--- src/rtl/tstc_pkg.sv ---
// Purpose: Constants for the trigger sequencer timing control block
// Assumes: One clock domain; plain register port with word indices
// Notes: Every offset, field position, reset value and count lives here
package tstc_pkg;
  // ----------------------------------------------------------------
  // Register map
  // ----------------------------------------------------------------
  localparam int ADDR_W = 4;
  localparam logic [ADDR_W-1:0] OFS_CONTROL = 4'h0;
  localparam logic [ADDR_W-1:0] OFS_STATUS = 4'h1;
  localparam logic [ADDR_W-1:0] OFS_MASK = 4'h2;
  localparam logic [ADDR_W-1:0] OFS_COMMAND = 4'h3;
  localparam int DATA_W = 16;
  // ----------------------------------------------------------------
  // Control register fields
  // ----------------------------------------------------------------
  localparam int CLKSEL_LSB = 13;
  localparam int CLKSEL_W = 3;
  localparam int DIV_LSB = 8;
  localparam int DIV_W = 5;
  localparam int PWD_LSB = 4;
  localparam int PWD_W = 4;
  localparam int WDT_LSB = 0;
  localparam int WDT_W = 3;
  localparam logic [DATA_W-1:0] CONTROL_RESET = 16'h0000;
  localparam logic [DATA_W-1:0] CONTROL_WMASK = 16'hFFF7;
  // Clock source codes
  localparam logic [2:0] SRC_PERIPH = 3'h0;
  localparam logic [2:0] SRC_OSC = 3'h1;
  localparam logic [2:0] SRC_CONV = 3'h2;
  localparam logic [2:0] SRC_TMR1 = 3'h3;
  localparam logic [2:0] SRC_TMR2 = 3'h4;
  localparam logic [2:0] SRC_TMR3 = 3'h5;
  // Watchdog: code 1 gives 8 clocks, doubling per step
  localparam int WDT_BASE_SHIFT = 2;
  localparam int WDT_CNT_W = 10;
  // ----------------------------------------------------------------
  // Status and command bits
  // ----------------------------------------------------------------
  localparam int ST_TIMEOUT = 0;
  localparam int ST_PULSE_DONE = 1;
  localparam int ST_W = 2;
  localparam int CMD_PULSE = 0;
  localparam int CMD_KICK = 1;
endpackage

--- src/rtl/tstc_divider.sv ---
// Purpose: Divides an enable-style source tick by a programmable ratio
// Assumes: Source ticks are one-cycle pulses synchronous to clk
// Notes: Ratio is code plus one; code 0 passes every tick through
`timescale 1ns/10ps
module tstc_divider #(
  parameter int W = 5
) (
  input wire logic clk,
  input wire logic rstn,
  input wire logic src_tick,
  input wire logic [W-1:0] div_code,
  output logic seq_tick
);
  logic [W-1:0] count;
  logic [W-1:0] next_count;

  // ----------------------------------------------------------------
  // Tick counter
  // ----------------------------------------------------------------
  // Count source ticks, emit one tick per div_code+1 of them
  always_comb begin
    next_count = count;
    seq_tick = 1'b0;
    if (src_tick) begin
      if (count >= div_code) begin
        next_count = '0;
        seq_tick = 1'b1;
      end else begin
        next_count = count + 1'b1;
      end
    end
  end

  always_ff @(posedge clk) begin
    if (!rstn) begin
      count <= '0;
    end else begin
      count <= next_count;
    end
  end
endmodule // tstc_divider

--- src/rtl/tstc_top.sv ---
// Purpose: Timing control register and its sequencer clock, pulse and watchdog
// Assumes: Source clocks arrive as one-cycle tick enables synchronous to clk
// Notes: Reserved source codes give no ticks; status bits clear by writing one
`timescale 1ns/10ps
module tstc_top #(
  parameter int NUM_TRIG = 4
) (
  input wire logic clk,
  input wire logic rstn,
  input wire logic [tstc_pkg::ADDR_W-1:0] addr,
  input wire logic [tstc_pkg::DATA_W-1:0] wdata,
  input wire logic wr_en,
  input wire logic rd_en,
  output logic [tstc_pkg::DATA_W-1:0] rdata,
  input wire logic peripheral_clock,
  input wire logic oscillator_clock,
  input wire logic converter_conversion_clock,
  input wire logic timer_one_clock,
  input wire logic timer_two_clock,
  input wire logic timer_three_clock,
  input wire logic [NUM_TRIG-1:0] trig_request,
  output logic [NUM_TRIG-1:0] trig_out,
  output logic seq_tick,
  output logic watchdog_timeout,
  output logic irq
);
  import tstc_pkg::*;

  initial begin
    if (NUM_TRIG < 1 || NUM_TRIG > 14) begin
      $error("NUM_TRIG must be 1 to 14");
    end
  end

  // ----------------------------------------------------------------
  // Registers
  // ----------------------------------------------------------------
  logic [DATA_W-1:0] control;
  logic [DATA_W-1:0] next_control;
  logic [ST_W-1:0] status;
  logic [ST_W-1:0] next_status;
  logic [ST_W-1:0] mask;
  logic [ST_W-1:0] next_mask;
  logic [DATA_W-1:0] next_rdata;
  logic [CLKSEL_W-1:0] sequencer_clock_select;
  logic [DIV_W-1:0] sequencer_clock_divider;
  logic [PWD_W-1:0] trigger_pulse_width;
  logic [WDT_W-1:0] sequencer_watchdog_timeout;
  logic src_tick;
  logic cmd_kick;
  logic pulse_done;

  assign sequencer_clock_select = control[CLKSEL_LSB +: CLKSEL_W];
  assign sequencer_clock_divider = control[DIV_LSB +: DIV_W];
  assign trigger_pulse_width = control[PWD_LSB +: PWD_W];
  assign sequencer_watchdog_timeout = control[WDT_LSB +: WDT_W];
  assign cmd_kick = wr_en && addr == OFS_COMMAND && wdata[CMD_KICK];

  // Register writes and read mux; status set beats write-one-clear
  always_comb begin
    next_control = control;
    next_mask = mask;
    next_status = status;
    next_rdata = '0;
    if (wr_en) begin
      case (addr)
        OFS_CONTROL: next_control = wdata & CONTROL_WMASK;
        OFS_MASK: next_mask = wdata[ST_W-1:0];
        OFS_STATUS: next_status = status & ~wdata[ST_W-1:0];
        default: ;
      endcase
    end
    if (watchdog_timeout) begin
      next_status[ST_TIMEOUT] = 1'b1;
    end
    if (pulse_done) begin
      next_status[ST_PULSE_DONE] = 1'b1;
    end
    if (rd_en) begin
      case (addr)
        OFS_CONTROL: next_rdata = control;
        OFS_STATUS: next_rdata = {{(DATA_W-ST_W){1'b0}}, status};
        OFS_MASK: next_rdata = {{(DATA_W-ST_W){1'b0}}, mask};
        default: next_rdata = '0;
      endcase
    end
  end

  always_ff @(posedge clk) begin
    if (!rstn) begin
      control <= CONTROL_RESET;
      status <= '0;
      mask <= '0;
      rdata <= '0;
    end else begin
      control <= next_control;
      status <= next_status;
      mask <= next_mask;
      rdata <= next_rdata;
    end
  end

  assign irq = |(status & mask);

  // ----------------------------------------------------------------
  // Clock source select and divider
  // ----------------------------------------------------------------
  // Reserved codes yield no ticks, freezing the sequencer
  always_comb begin
    case (sequencer_clock_select)
      SRC_PERIPH: src_tick = peripheral_clock;
      SRC_OSC: src_tick = oscillator_clock;
      SRC_CONV: src_tick = converter_conversion_clock;
      SRC_TMR1: src_tick = timer_one_clock;
      SRC_TMR2: src_tick = timer_two_clock;
      SRC_TMR3: src_tick = timer_three_clock;
      default: src_tick = 1'b0;
    endcase
  end

  tstc_divider #(
    .W(DIV_W)
  ) u_div (
    .clk(clk),
    .rstn(rstn),
    .src_tick(src_tick),
    .div_code(sequencer_clock_divider),
    .seq_tick(seq_tick)
  );

  // ----------------------------------------------------------------
  // Trigger pulse generator
  // ----------------------------------------------------------------
  logic [NUM_TRIG-1:0] next_trig_out;
  logic [PWD_W-1:0] pulse_cnt;
  logic [PWD_W-1:0] next_pulse_cnt;

  // A request starts a shared pulse; width counted in sequencer ticks
  always_comb begin
    next_trig_out = trig_out;
    next_pulse_cnt = pulse_cnt;
    pulse_done = 1'b0;
    if (|trig_out) begin
      if (seq_tick) begin
        if (pulse_cnt == trigger_pulse_width) begin
          next_trig_out = '0;
          pulse_done = 1'b1;
        end else begin
          next_pulse_cnt = pulse_cnt + 1'b1;
        end
      end
    end else if (seq_tick && |trig_request) begin
      next_trig_out = trig_request;
      next_pulse_cnt = '0;
    end
  end

  always_ff @(posedge clk) begin
    if (!rstn) begin
      trig_out <= '0;
      pulse_cnt <= '0;
    end else begin
      trig_out <= next_trig_out;
      pulse_cnt <= next_pulse_cnt;
    end
  end

  // ----------------------------------------------------------------
  // Sequencer watchdog
  // ----------------------------------------------------------------
  logic [WDT_CNT_W-1:0] wdt_cnt;
  logic [WDT_CNT_W-1:0] next_wdt_cnt;
  logic [WDT_CNT_W-1:0] wdt_limit;
  logic next_timeout;

  // Limit is 2^(code+2); the counter restarts on a kick or while the code is 0
  assign wdt_limit = WDT_CNT_W'(1) << (sequencer_watchdog_timeout + WDT_BASE_SHIFT);

  always_comb begin
    next_wdt_cnt = wdt_cnt;
    next_timeout = 1'b0;
    if (sequencer_watchdog_timeout == '0 || cmd_kick) begin
      next_wdt_cnt = '0;
    end else if (seq_tick) begin
      if (wdt_cnt + 1'b1 >= wdt_limit) begin
        next_wdt_cnt = '0;
        next_timeout = 1'b1;
      end else begin
        next_wdt_cnt = wdt_cnt + 1'b1;
      end
    end
  end

  always_ff @(posedge clk) begin
    if (!rstn) begin
      wdt_cnt <= '0;
      watchdog_timeout <= 1'b0;
    end else begin
      wdt_cnt <= next_wdt_cnt;
      watchdog_timeout <= next_timeout;
    end
  end

  // ----------------------------------------------------------------
  // Assertions
  // ----------------------------------------------------------------
  logic [10:0] tick_since;
  // Reference tick count; a tick in the timeout cycle opens the next period
  always_ff @(posedge clk) begin
    if (!rstn || sequencer_watchdog_timeout == '0 || cmd_kick) begin
      tick_since <= '0;
    end else if (watchdog_timeout) begin
      tick_since <= {10'h000, seq_tick};
    end else if (seq_tick) begin
      tick_since <= tick_since + 1'b1;
    end
  end

  a_wdt_disabled: assert property (@(posedge clk) disable iff (!rstn)
    $past(sequencer_watchdog_timeout) == '0 && sequencer_watchdog_timeout == '0
      |-> !watchdog_timeout)
    else $error("watchdog fired while disabled");
  a_wdt_period: assert property (@(posedge clk) disable iff (!rstn)
    $rose(watchdog_timeout) && $stable(control) && !$past(cmd_kick)
      |-> $past(tick_since) + 11'h001 == {1'b0, wdt_limit})
    else $error("watchdog period wrong");
  a_wdt_bound: assert property (@(posedge clk) disable iff (!rstn)
    tick_since <= {1'b0, wdt_limit})
    else $error("watchdog overran its limit");
  a_src_reserved: assert property (@(posedge clk) disable iff (!rstn)
    sequencer_clock_select > SRC_TMR3 |-> !src_tick)
    else $error("reserved source produced ticks");
  a_src_timer3: assert property (@(posedge clk) disable iff (!rstn)
    sequencer_clock_select == SRC_TMR3 |-> src_tick == timer_three_clock)
    else $error("timer three source not routed");
  a_div_by_one: assert property (@(posedge clk) disable iff (!rstn)
    sequencer_clock_divider == '0 |-> seq_tick == src_tick)
    else $error("divide by one not transparent");
  a_div_gap: assert property (@(posedge clk) disable iff (!rstn)
    seq_tick && sequencer_clock_divider == 5'h01 && $stable(control)
      |=> !seq_tick)
    else $error("divide by two ticked twice in a row");
  a_pulse_hold: assert property (@(posedge clk) disable iff (!rstn)
    |trig_out && pulse_cnt < trigger_pulse_width |=> trig_out == $past(trig_out))
    else $error("trigger pulse ended early");
  a_pulse_end: assert property (@(posedge clk) disable iff (!rstn)
    pulse_done |=> trig_out == '0)
    else $error("trigger pulse did not end");
  a_reset_clear: assert property (@(posedge clk)
    !rstn |=> control == '0)
    else $error("control not cleared by reset");

  c_timeout: cover property (@(posedge clk) disable iff (!rstn) watchdog_timeout);
  c_pulse: cover property (@(posedge clk) disable iff (!rstn) pulse_done);
  c_irq: cover property (@(posedge clk) disable iff (!rstn) $rose(irq));
  c_wide: cover property (@(posedge clk) disable iff (!rstn)
    pulse_done && trigger_pulse_width == 4'hF);
endmodule // tstc_top

--- config.mk ---
export PLATFORM = sky130hd
export DESIGN_NAME = tstc_top
export DESIGN_NICKNAME = d
export VERILOG_FILES = /design/src/rtl/tstc_pkg.sv /design/src/rtl/tstc_divider.sv /design/src/rtl/tstc_top.sv
export SDC_FILE = /design/constraint.sdc
export NUM_CORES = 1
export LEC_CHECK = 0
export BUFFER_PORTS_ARGS = -buffer_cell sky130_fd_sc_hd__buf_2
export CAP_MARGIN = 15
export CORE_MARGIN = 5
export CORE_UTILIZATION = 60
export CTS_BUF_LIST = sky130_fd_sc_hd__clkbuf_2
export DETAILED_ROUTE_END_ITERATION = 8
export MAX_ROUTING_LAYER = met4
export PLACE_DENSITY = 0.94
export SYNTH_ARGS = -nofsm -noshare
export SYNTH_HDL_FRONTEND = slang
export SYNTH_HIERARCHICAL = 1
export SYNTH_SLANG_ARGS = --single-unit
--- constraint.sdc ---
create_clock -name clk -period 3.83 [get_ports clk]
set_input_delay 0.766 -clock clk [delete_from_list [all_inputs] [get_ports clk]]
set_output_delay 0.766 -clock clk [all_outputs]
set_load 0.01 [all_outputs]
==> impl_metrics.toml, run 1 <==
[sta]
rsz0062_at_grt = "false"
worst_clock_skew_ns = 0.02054
fin_tns_setup_ns = 0
hold_viol_final = 0
whs_ns = 0.4555
finalCritPeriodShare = 0.8325
fin_crit_ns = 3.188
setup_violations = 0
drv_slew = 0
worst_pin_slew_ns = 0.7138
worst_slack_ns = 0.6417
maxSlewHeadroom = 0.5234
clock.fmax_mhz = 313.6

[critical_path]
critical_path.endpoint_type = "output port"
reg2reg_to = "wdt_cnt[3]$_SDFFE_PP0P_"
cp_max_fo = 17
path_delay_family = "compound AO/OA/AOI/OAI gates"
required_ns = 3.06
path_class = "reg -> out"
slowest_stage = "o21a_1"
worstPathArrival_ns = 2.42
critPathLaunchType = "flip-flop"
r2r_cells = 10
reg2reg_from = "wdt_cnt[2]$_SDFFE_PP0P_"
r2r_setup_slack_ns = 1.00
slowest_delay_ns = 0.47
worstPathCellList = "inv_1, ha_1, nand2b_1, nand3_1, a21oi_2, o21a_1, buf_2"
crit_buf_inv = 2

[placement]
pre_cts_ws_ns = 0.8287
dp_hpwl_um = 4608
place_congestion = 0.8712
port-buffer-count = 54

[route]
drt-initial-drc-count = 173
wirelength_um = 6474
via_count = 2511
wl_per_cell_um = 14.20
via_per_inst = 5.507
drc = 0
drtAntennaViolNets = 0
first_pass_iters = 5

[clock_network]
clk_path_buf_depth = 2
cts_hold_buffers = 0
cts_tree = "done"
ctsHtreeMaxLevel = 3
cts_sinks = 58
numCtsBuffers = 9
post_cts_buffers = 0
clock_latency_ns = 0.52
cts-resized-gates = 0
cts_root_buffer = "clkbuf_2"
clk_pin_slew_ns = 0.20

[floorplanning]
rows = 25
initial_core_util = 0.6261
top_level_ports = 57
dieArea_sq_um = 6470
die_h_um = 80.44
core_sq_um = 4755
fp.dieW_um = 80.44

[synth]
syn_area_per_cell_sq_um = 8.912
syn-num-nets = 386
ys_seq_area_frac = 0.3901
async_flop_share = 0
yosysWarnings = 6
ys_types = 53
synth_flop_cell = "dfxtp_1"
syn_area_sq_um = 2977
ys_ff_latch = 58
syn_inst = 334
synth_edf_count = 0

[layout]
layout_common_cells = "dfxtp_1, buf_2, nand2_1"
final_core_util = 0.7189
layout_commonest_cell = "dfxtp_1"
syn_to_final_growth_pct = 14.84
nNetsFinal = 436
drive_gt1_frac = 0.2314
n_antenna_cell = 0

[power_and_ir_drop]
power.total_w = 0.001313
irDropWorstVdd_uv = 310.1
p_leak_nw = 1.464
power_density_nw_per_um2 = 384.0

[worst_hold_path]
min_to = "control[9]$_SDFFE_PN0P_"
hp-class = "in -> reg"
min-delay-start = "wdata[9]"
hold-path-cell-count = 3

[global_route]
antenna_found_initial = 0
grt.overflow.total = 0
grt_pass1_vias = 2482
grt_max_degree = 34
track_usage = 0.2188
grt_pass1_wl_um = 10730

[flow_run]
maxCapViolations = 0

[outcome]
status = "completed"
layer usage:
layer / part of all wire / global-route usage
met1: 0.45 / 0.2604
met2: 0.47 / 0.3618
met3: 0.062 / 0.04933
met4: 0.015 / 0.08108
met5: 0 / -
tightest hold or removal path, stage by stage:
cell	delay, ns
buf_2	0.10
nand2_1	0.04
a21boi_1	0.05
cells in the mapped netlist, drive strengths merged (4+ instances only):
cell / count / area share
ha: 18 / 0.076
dfxtp: 58 / 0.39
nand2: 52 / 0.067
nor2: 20 / 0.029
xor2: 10 / 0.032
nand3: 18 / 0.032
a211oi: 6 / 0.018
a21boi: 18 / 0.045
mux2i: 5 / 0.017
a22oi: 4 / 0.010
inv: 10 / 0.013
nand4: 5 / 0.011
a31oi: 4 / 0.0084
xnor2: 6 / 0.018
and2: 14 / 0.030
nor2b: 11 / 0.023
o21ai: 5 / 0.0084
a21oi: 12 / 0.024
a32o: 4 / 0.013
nand2b: 7 / 0.015
buf: 10 / 0.023
clkbuf: 6 / 0.0076
area by class of cell:
| class | count | area [sq um] |
|---|---|---|
| Clock buffer | 9 | 45.04 |
| Clock inverter | 7 | 125.1 |
| Fill cell | 365 | 1336 |
| Inverter | 10 | 37.54 |
| Multi-Input combinational cell | 250 | 1688 |
| Sequential cell | 58 | 1161 |
| Tap cell | 67 | 83.83 |
| Timing Repair Buffer | 55 | 277.8 |
registers in the layout, summed over array words and instances, names as in the netlist:
| signal | flops |
|---|---|
| control | 15 |
| rdata | 15 |
| wdt_cnt | 10 |
| u_div/count | 5 |
| pulse_cnt | 4 |
| trig_out | 4 |
| mask | 2 |
| status | 2 |
| watchdog_timeout | 1 |
cell families (layout without fill, tap and decap cells):
logic type	count (synthesis)	count (layout)	synth area share
xor+xnor	16	16	0.04960
fa+ha+maj	18	18	0.07566
buf+inv	26	81	0.04287
compound gates	65	65	0.1627
simple gates	143	143	0.2497
other cells	1	1	0.001260
mux	7	7	0.02816
flops	58	58	0.3901
report_power, final:
part	internal, W	switching, W	total [W]
clock	0.000288	0.000260	0.000548
sequential	0.000616	0.0000126	0.000629
combinational	0.0000580	0.0000777	0.000136
total	0.000962	0.000350	0.00131
worst max path at each step:
stage                           startpoint       end  slack, ns  depth (start not counted)
6_report       u_div/count[0]$_SDFFE_PN0P_  seq_tick       0.64                          7
5_1_grt        u_div/count[0]$_SDFFE_PN0P_  seq_tick       0.50                          7
4_1_cts           control[13]$_SDFFE_PN0P_  seq_tick       0.65                          4
3_5_place_dp               timer_one_clock  seq_tick       0.83                          5
3_3_place_gp               timer_one_clock  seq_tick       0.83                          5
2_1_floorplan              timer_one_clock  seq_tick       1.23                          4
stage by stage:
| step | cell area (sq um) | instances |
|---|---|---|
| after floorplan | 2977 | 334 |
| after global placement | 3248 | 440 |
| after detailed placement | 3248 | 440 |
| after CTS | 3418 | 456 |
| after global routing | 3418 | 456 |
| final | 3418 | 456 |
Power figures use the tool's default switching activity.
==> inputs of run 2 (changes only) <==
--- a/config.mk
+++ b/config.mk
@@ -8,11 +8,11 @@
 export BUFFER_PORTS_ARGS = -buffer_cell sky130_fd_sc_hd__buf_2
 export CAP_MARGIN = 15
 export CORE_MARGIN = 5
-export CORE_UTILIZATION = 60
+export CORE_UTILIZATION = 57
 export CTS_BUF_LIST = sky130_fd_sc_hd__clkbuf_2
 export DETAILED_ROUTE_END_ITERATION = 8
 export MAX_ROUTING_LAYER = met4
-export PLACE_DENSITY = 0.94
+export PLACE_DENSITY = 0.9
 export SYNTH_ARGS = -nofsm -noshare
 export SYNTH_HDL_FRONTEND = slang
 export SYNTH_HIERARCHICAL = 1
==> constraint.sdc (replaced) <==
create_clock -name clk -period 3.34 [get_ports clk]
set_input_delay 0.668 -clock clk [delete_from_list [all_inputs] [get_ports clk]]
set_output_delay 0.668 -clock clk [all_outputs]
set_load 0.01 [all_outputs]
==> impl_metrics.toml, run 2 (synthesis gave the netlist of run 1 again) <==
[floorplanning]
rows = 26
die_h_um = 82.27
top_level_ports = 57
initial_core_util = 0.5865
dieArea_sq_um = 6768
fp.dieW_um = 82.27
core_sq_um = 5075

[clock_network]
clk_path_buf_depth = 2
ctsHtreeMaxLevel = 3
clock_latency_ns = 0.47
post_cts_buffers = 0
cts_root_buffer = "clkbuf_2"
cts-resized-gates = 0
numCtsBuffers = 9
cts_hold_buffers = 0
cts_tree = "done"
cts_sinks = 58
clk_pin_slew_ns = 0.18

[route]
wl_per_cell_um = 13.28
drt-initial-drc-count = 94
via_count = 2490
wirelength_um = 6094
first_pass_iters = 4
drtAntennaViolNets = 0
via_per_inst = 5.425
drc = 0

[placement]
dp_hpwl_um = 4617
place_congestion = 0.9039
port-buffer-count = 54

[sta]
finalCritPeriodShare = 0.9255
hold_viol_final = 0
rsz0062_at_grt = "false"
fin_crit_ns = 3.091
clock.fmax_mhz = 323.5
setup_violations = 0
whs_ns = 0.4038
drv_slew = 0
worst_pin_slew_ns = 0.9951
worst_clock_skew_ns = 0.02382
fin_tns_setup_ns = 0
maxSlewHeadroom = 0.3315

[layout]
drive_gt1_frac = 0.2314
layout_common_cells = "dfxtp_1, buf_2, nand2_1"
final_core_util = 0.6635
largestRegisters = "control (15), rdata (15), wdt_cnt (10)"
n_antenna_cell = 0
syn_to_final_growth_pct = 13.11
nNetsFinal = 436
layout_commonest_cell = "dfxtp_1"

[critical_path]
r2r_setup_slack_ns = 0.56
cp_max_fo = 17
path_class = "reg -> out"
reg2reg_from = "wdt_cnt[0]$_SDFFE_PP0P_"
critPathLaunchType = "flip-flop"
reg2reg_to = "wdt_cnt[5]$_SDFFE_PP0P_"
required_ns = 2.67
worstPathArrival_ns = 2.42
r2r_cells = 11
critical_path.endpoint_type = "output port"

[worst_hold_path]
min_to = "control[13]$_SDFFE_PN0P_"
min-delay-start = "wdata[13]"
hp-class = "in -> reg"
hold-path-cell-count = 3

[global_route]
grt.overflow.total = 0
track_usage = 0.1954
grt_pass1_vias = 2355
grt_pass1_wl_um = 9991
grt_max_degree = 30
antenna_found_initial = 0

[flow_run]
maxCapViolations = 0

[power_and_ir_drop]
irDropWorstVdd_uv = 271.7
power.total_w = 0.001317
p_leak_nw = 1.438
power_density_nw_per_um2 = 391.1

[outcome]
status = "completed"
[run 2: cell types whose count changed in the layout (fill, tap and decap cells not counted)]
cell / delta
bufinv_16: -2
clkinv_2: +3
clkinvlp_4: +1
inv_6: -2
[run 2: how the worst max path moves through the flow]
stage | end | startpoint | cells past startpoint | slack [ns]
5_1_grt | seq_tick | u_div/count[0]$_SDFFE_PN0P_ | 7 | 0.04
2_1_floorplan | pulse_cnt[0]$_SDFFE_PN0P_ | timer_one_clock | 9 | 0.92
4_1_cts | seq_tick | u_div/count[0]$_SDFFE_PN0P_ | 7 | 0.25
6_report | seq_tick | u_div/count[0]$_SDFFE_PN0P_ | 7 | 0.25
3_3_place_gp | seq_tick | timer_one_clock | 5 | 0.54
3_5_place_dp | seq_tick | timer_one_clock | 5 | 0.54
[run 2: routing by layer]
metal / routed length (um) / part of all wire / global-route usage
met4: 89 / 0.015 / 0.08140
met2: 2874 / 0.47 / 0.3309
met3: 415 / 0.068 / 0.03254
met1: 2714 / 0.45 / 0.2289
met5: 0 / 0 / -
[run 2: per-stage QoR]
stage | setup WS [ns] | cell area [sq um] | cells
final | 0.2487 | 3367 | 459
after floorplan | 0.9235 | 2977 | 334
after detailed placement | 0.5376 | 3252 | 443
after CTS | 0.2521 | 3367 | 459
after global placement | 0.5359 | 3252 | 443
after global routing | 0.04237 | 3367 | 459
[run 2: final cells by class]
| type | instances | area, sq um |
|---|---|---|
| clock buffer | 9 | 45.04 |
| clock inverter | 7 | 70.07 |
| fill | 426 | 1708 |
| inverter | 10 | 37.54 |
| multi-input combinational | 250 | 1688 |
| sequential | 58 | 1161 |
| tap | 70 | 87.58 |
| timing repair buffer | 55 | 277.8 |
[run 2: report_power, final]
part | internal [W] | total (W) | switching, W
logic | 0.0000670 | 0.000154 | 0.0000873
clock network | 0.000171 | 0.000442 | 0.000271
registers | 0.000706 | 0.000720 | 0.0000143
[run 2: critical path, cell delays in order (launching register included)]
cell	delay, ns
dfxtp_1	0.41
inv_1	0.08
ha_1	0.26
nand2b_1	0.09
nand3_1	0.09
a21oi_2	0.32
o21a_1	0.48
buf_2	0.23
==> inputs of run 3 (changes only) <==
--- a/config.mk
+++ b/config.mk
@@ -7,7 +7,7 @@
 export LEC_CHECK = 0
 export BUFFER_PORTS_ARGS = -buffer_cell sky130_fd_sc_hd__buf_2
 export CAP_MARGIN = 15
-export CORE_MARGIN = 5
+export CORE_MARGIN = 4
 export CORE_UTILIZATION = 57
 export CTS_BUF_LIST = sky130_fd_sc_hd__clkbuf_2
 export DETAILED_ROUTE_END_ITERATION = 8
==> impl_metrics.toml, run 3 (synthesis gave the netlist of run 1 again) <==
[outcome]
status = "completed"

[layout]
multi_input_area_sq_um = 1688
layout_commonest_cell = "dfxtp_1"
layout_common_cells = "dfxtp_1, buf_2, nand2_1"
syn_to_final_growth_pct = 14.17
n_antenna_cell = 0
drive_gt1_frac = 0.2314
largestRegisters = "control (15), rdata (15), wdt_cnt (10)"
seqCellArea_sq_um = 1161
layout.cells.non_filler = 459
fillers = 407
finalInstanceArea_sq_um = 3398
nNetsFinal = 436

[floorplanning]
initial_core_util = 0.5865
core_sq_um = 5075
fp.dieW_um = 80.27
dieArea_sq_um = 6442
top_level_ports = 57
die_h_um = 80.27
rows = 26

[route]
wl_per_cell_um = 13.18
drtAntennaViolNets = 0
via_per_inst = 5.425
drc = 0
via_count = 2490
drt-initial-drc-count = 202
first_pass_iters = 4
wirelength_um = 6050

[critical_path]
path_class = "reg -> out"
worstPathArrival_ns = 2.42
required_ns = 2.67
critical_path.endpoint_type = "output port"
r2r_cells = 10
reg2reg_from = "wdt_cnt[2]$_SDFFE_PP0P_"
worstPathCellList = "inv_1, ha_1, nand2b_1, nand3_1, a21oi_2, o21a_1, buf_2"
crit_path_end = "seq_tick"
r2r_setup_slack_ns = 0.55
reg2reg_to = "wdt_cnt[5]$_SDFFE_PP0P_"
setup.worst_path.start = "u_div/count[0]$_SDFFE_PN0P_"
slowest_delay_ns = 0.47
cp_max_fo = 17
critPathLaunchType = "flip-flop"
slowest_stage = "o21a_1"

[placement]
place_congestion = 0.8685
dp_hpwl_um = 4460
port-buffer-count = 54
dpl_cell_area_sq_um = 3252
dp.cells = 443

[sta]
fin_crit_ns = 3.089
worst_pin_slew_ns = 0.6959
clock.fmax_mhz = 323.7
fin_tns_setup_ns = 0
finalCritPeriodShare = 0.9249
worst_clock_skew_ns = 0.03044
setup_violations = 0
drv_slew = 0
rsz0062_at_grt = "false"
hold_viol_final = 0
maxSlewHeadroom = 0.5353

[power_and_ir_drop]
power_density_nw_per_um2 = 414.6
sw_frac_of_total = 0.2725
combPwrFrac = 0.108
p_seq_frac = 0.512
power.total_w = 0.001409
p_leak_nw = 1.446
clockPowerShare = 0.380
irDropWorstVdd_uv = 307.6
p_sw_w = 0.0003839
internal_power_w = 0.001025

[clock_network]
cts_hold_buffers = 0
post_cts_buffers = 0
cts_sinks = 58
ctsHtreeMaxLevel = 3
numCtsBuffers = 9
clock_latency_ns = 0.50
cts-resized-gates = 0
cts_tree = "done"
clk_pin_slew_ns = 0.20
cts_root_buffer = "clkbuf_2"
clk_path_buf_depth = 2

[global_route]
track_usage = 0.2039
grt.overflow.total = 0
grt_max_degree = 34
grt_pass1_vias = 2316
antenna_found_initial = 0
grt_pass1_wl_um = 9922

[worst_hold_path]
hp-class = "in -> reg"

[flow_run]
maxCapViolations = 0
[run 3: power groups by stage]
stage / Sequential [W] / Combinational [W] / Clock, W
after global placement: 0.000734 / 0.000146 / 0
after detailed placement: 0.000736 / 0.000151 / 0
final: 0.000721 / 0.000152 / 0.000536
after global routing: 0.000724 / 0.000165 / 0.000574
after CTS: 0.000721 / 0.000152 / 0.000545
after floorplan: 0.000734 / 0.000113 / 0
[run 3: final cells by class]
class	instances	share of cell area
Clock inverter	7	0.02982
Multi-Input combinational cell	250	0.4967
Clock buffer	9	0.01325
Inverter	10	0.01105
Sequential cell	58	0.3417
Timing Repair Buffer	55	0.08174
Tap cell	70	0.02577
[run 3: worst min-delay path by stage]
stage / startpoint / endpoint / slack (ns) / depth (start not counted)
5_1_grt: wdata[13] / control[13]$_SDFFE_PN0P_ / 0.32 / 3
3_3_place_gp: control[9]$_SDFFE_PN0P_ / control[9]$_SDFFE_PN0P_ / 0.46 / 2
3_5_place_dp: control[9]$_SDFFE_PN0P_ / control[9]$_SDFFE_PN0P_ / 0.47 / 2
2_1_floorplan: control[12]$_SDFFE_PN0P_ / control[12]$_SDFFE_PN0P_ / 0.44 / 2
6_report: wdata[13] / control[13]$_SDFFE_PN0P_ / 0.38 / 3
4_1_cts: wdata[13] / control[13]$_SDFFE_PN0P_ / 0.36 / 3
[run 3: metal layers]
metal,track usage,share of wire,vias up
li1,-,-,1256
met1,0.2339,0.44,1161
met2,0.3369,0.48,68
met3,0.07511,0.074,5
met4,0.05405,0.0060,0
met5,-,0,-
[run 3: worst max-delay path, delay by kind of cell (launching register included)]
| family | cells | cell delay, ns |
|---|---|---|
| compound gates | 2 | 0.75 |
| buf+inv | 2 | 0.31 |
| flops | 1 | 0.42 |
| simple gates | 2 | 0.18 |
| fa+ha+maj | 1 | 0.26 |
[run 3: per-stage QoR]
step	hold slack (ns)	setup slack, ns	utilization
6_report	0.3779	0.2509	0.6696
5_1_grt	0.3215	0.04123	0.6696
4_1_cts	0.3585	0.2474	0.6696
3_5_place_dp	0.4664	0.5275	0.6408
3_3_place_gp	0.4590	0.5428	0.6408
2_1_floorplan	0.4435	0.9235	-
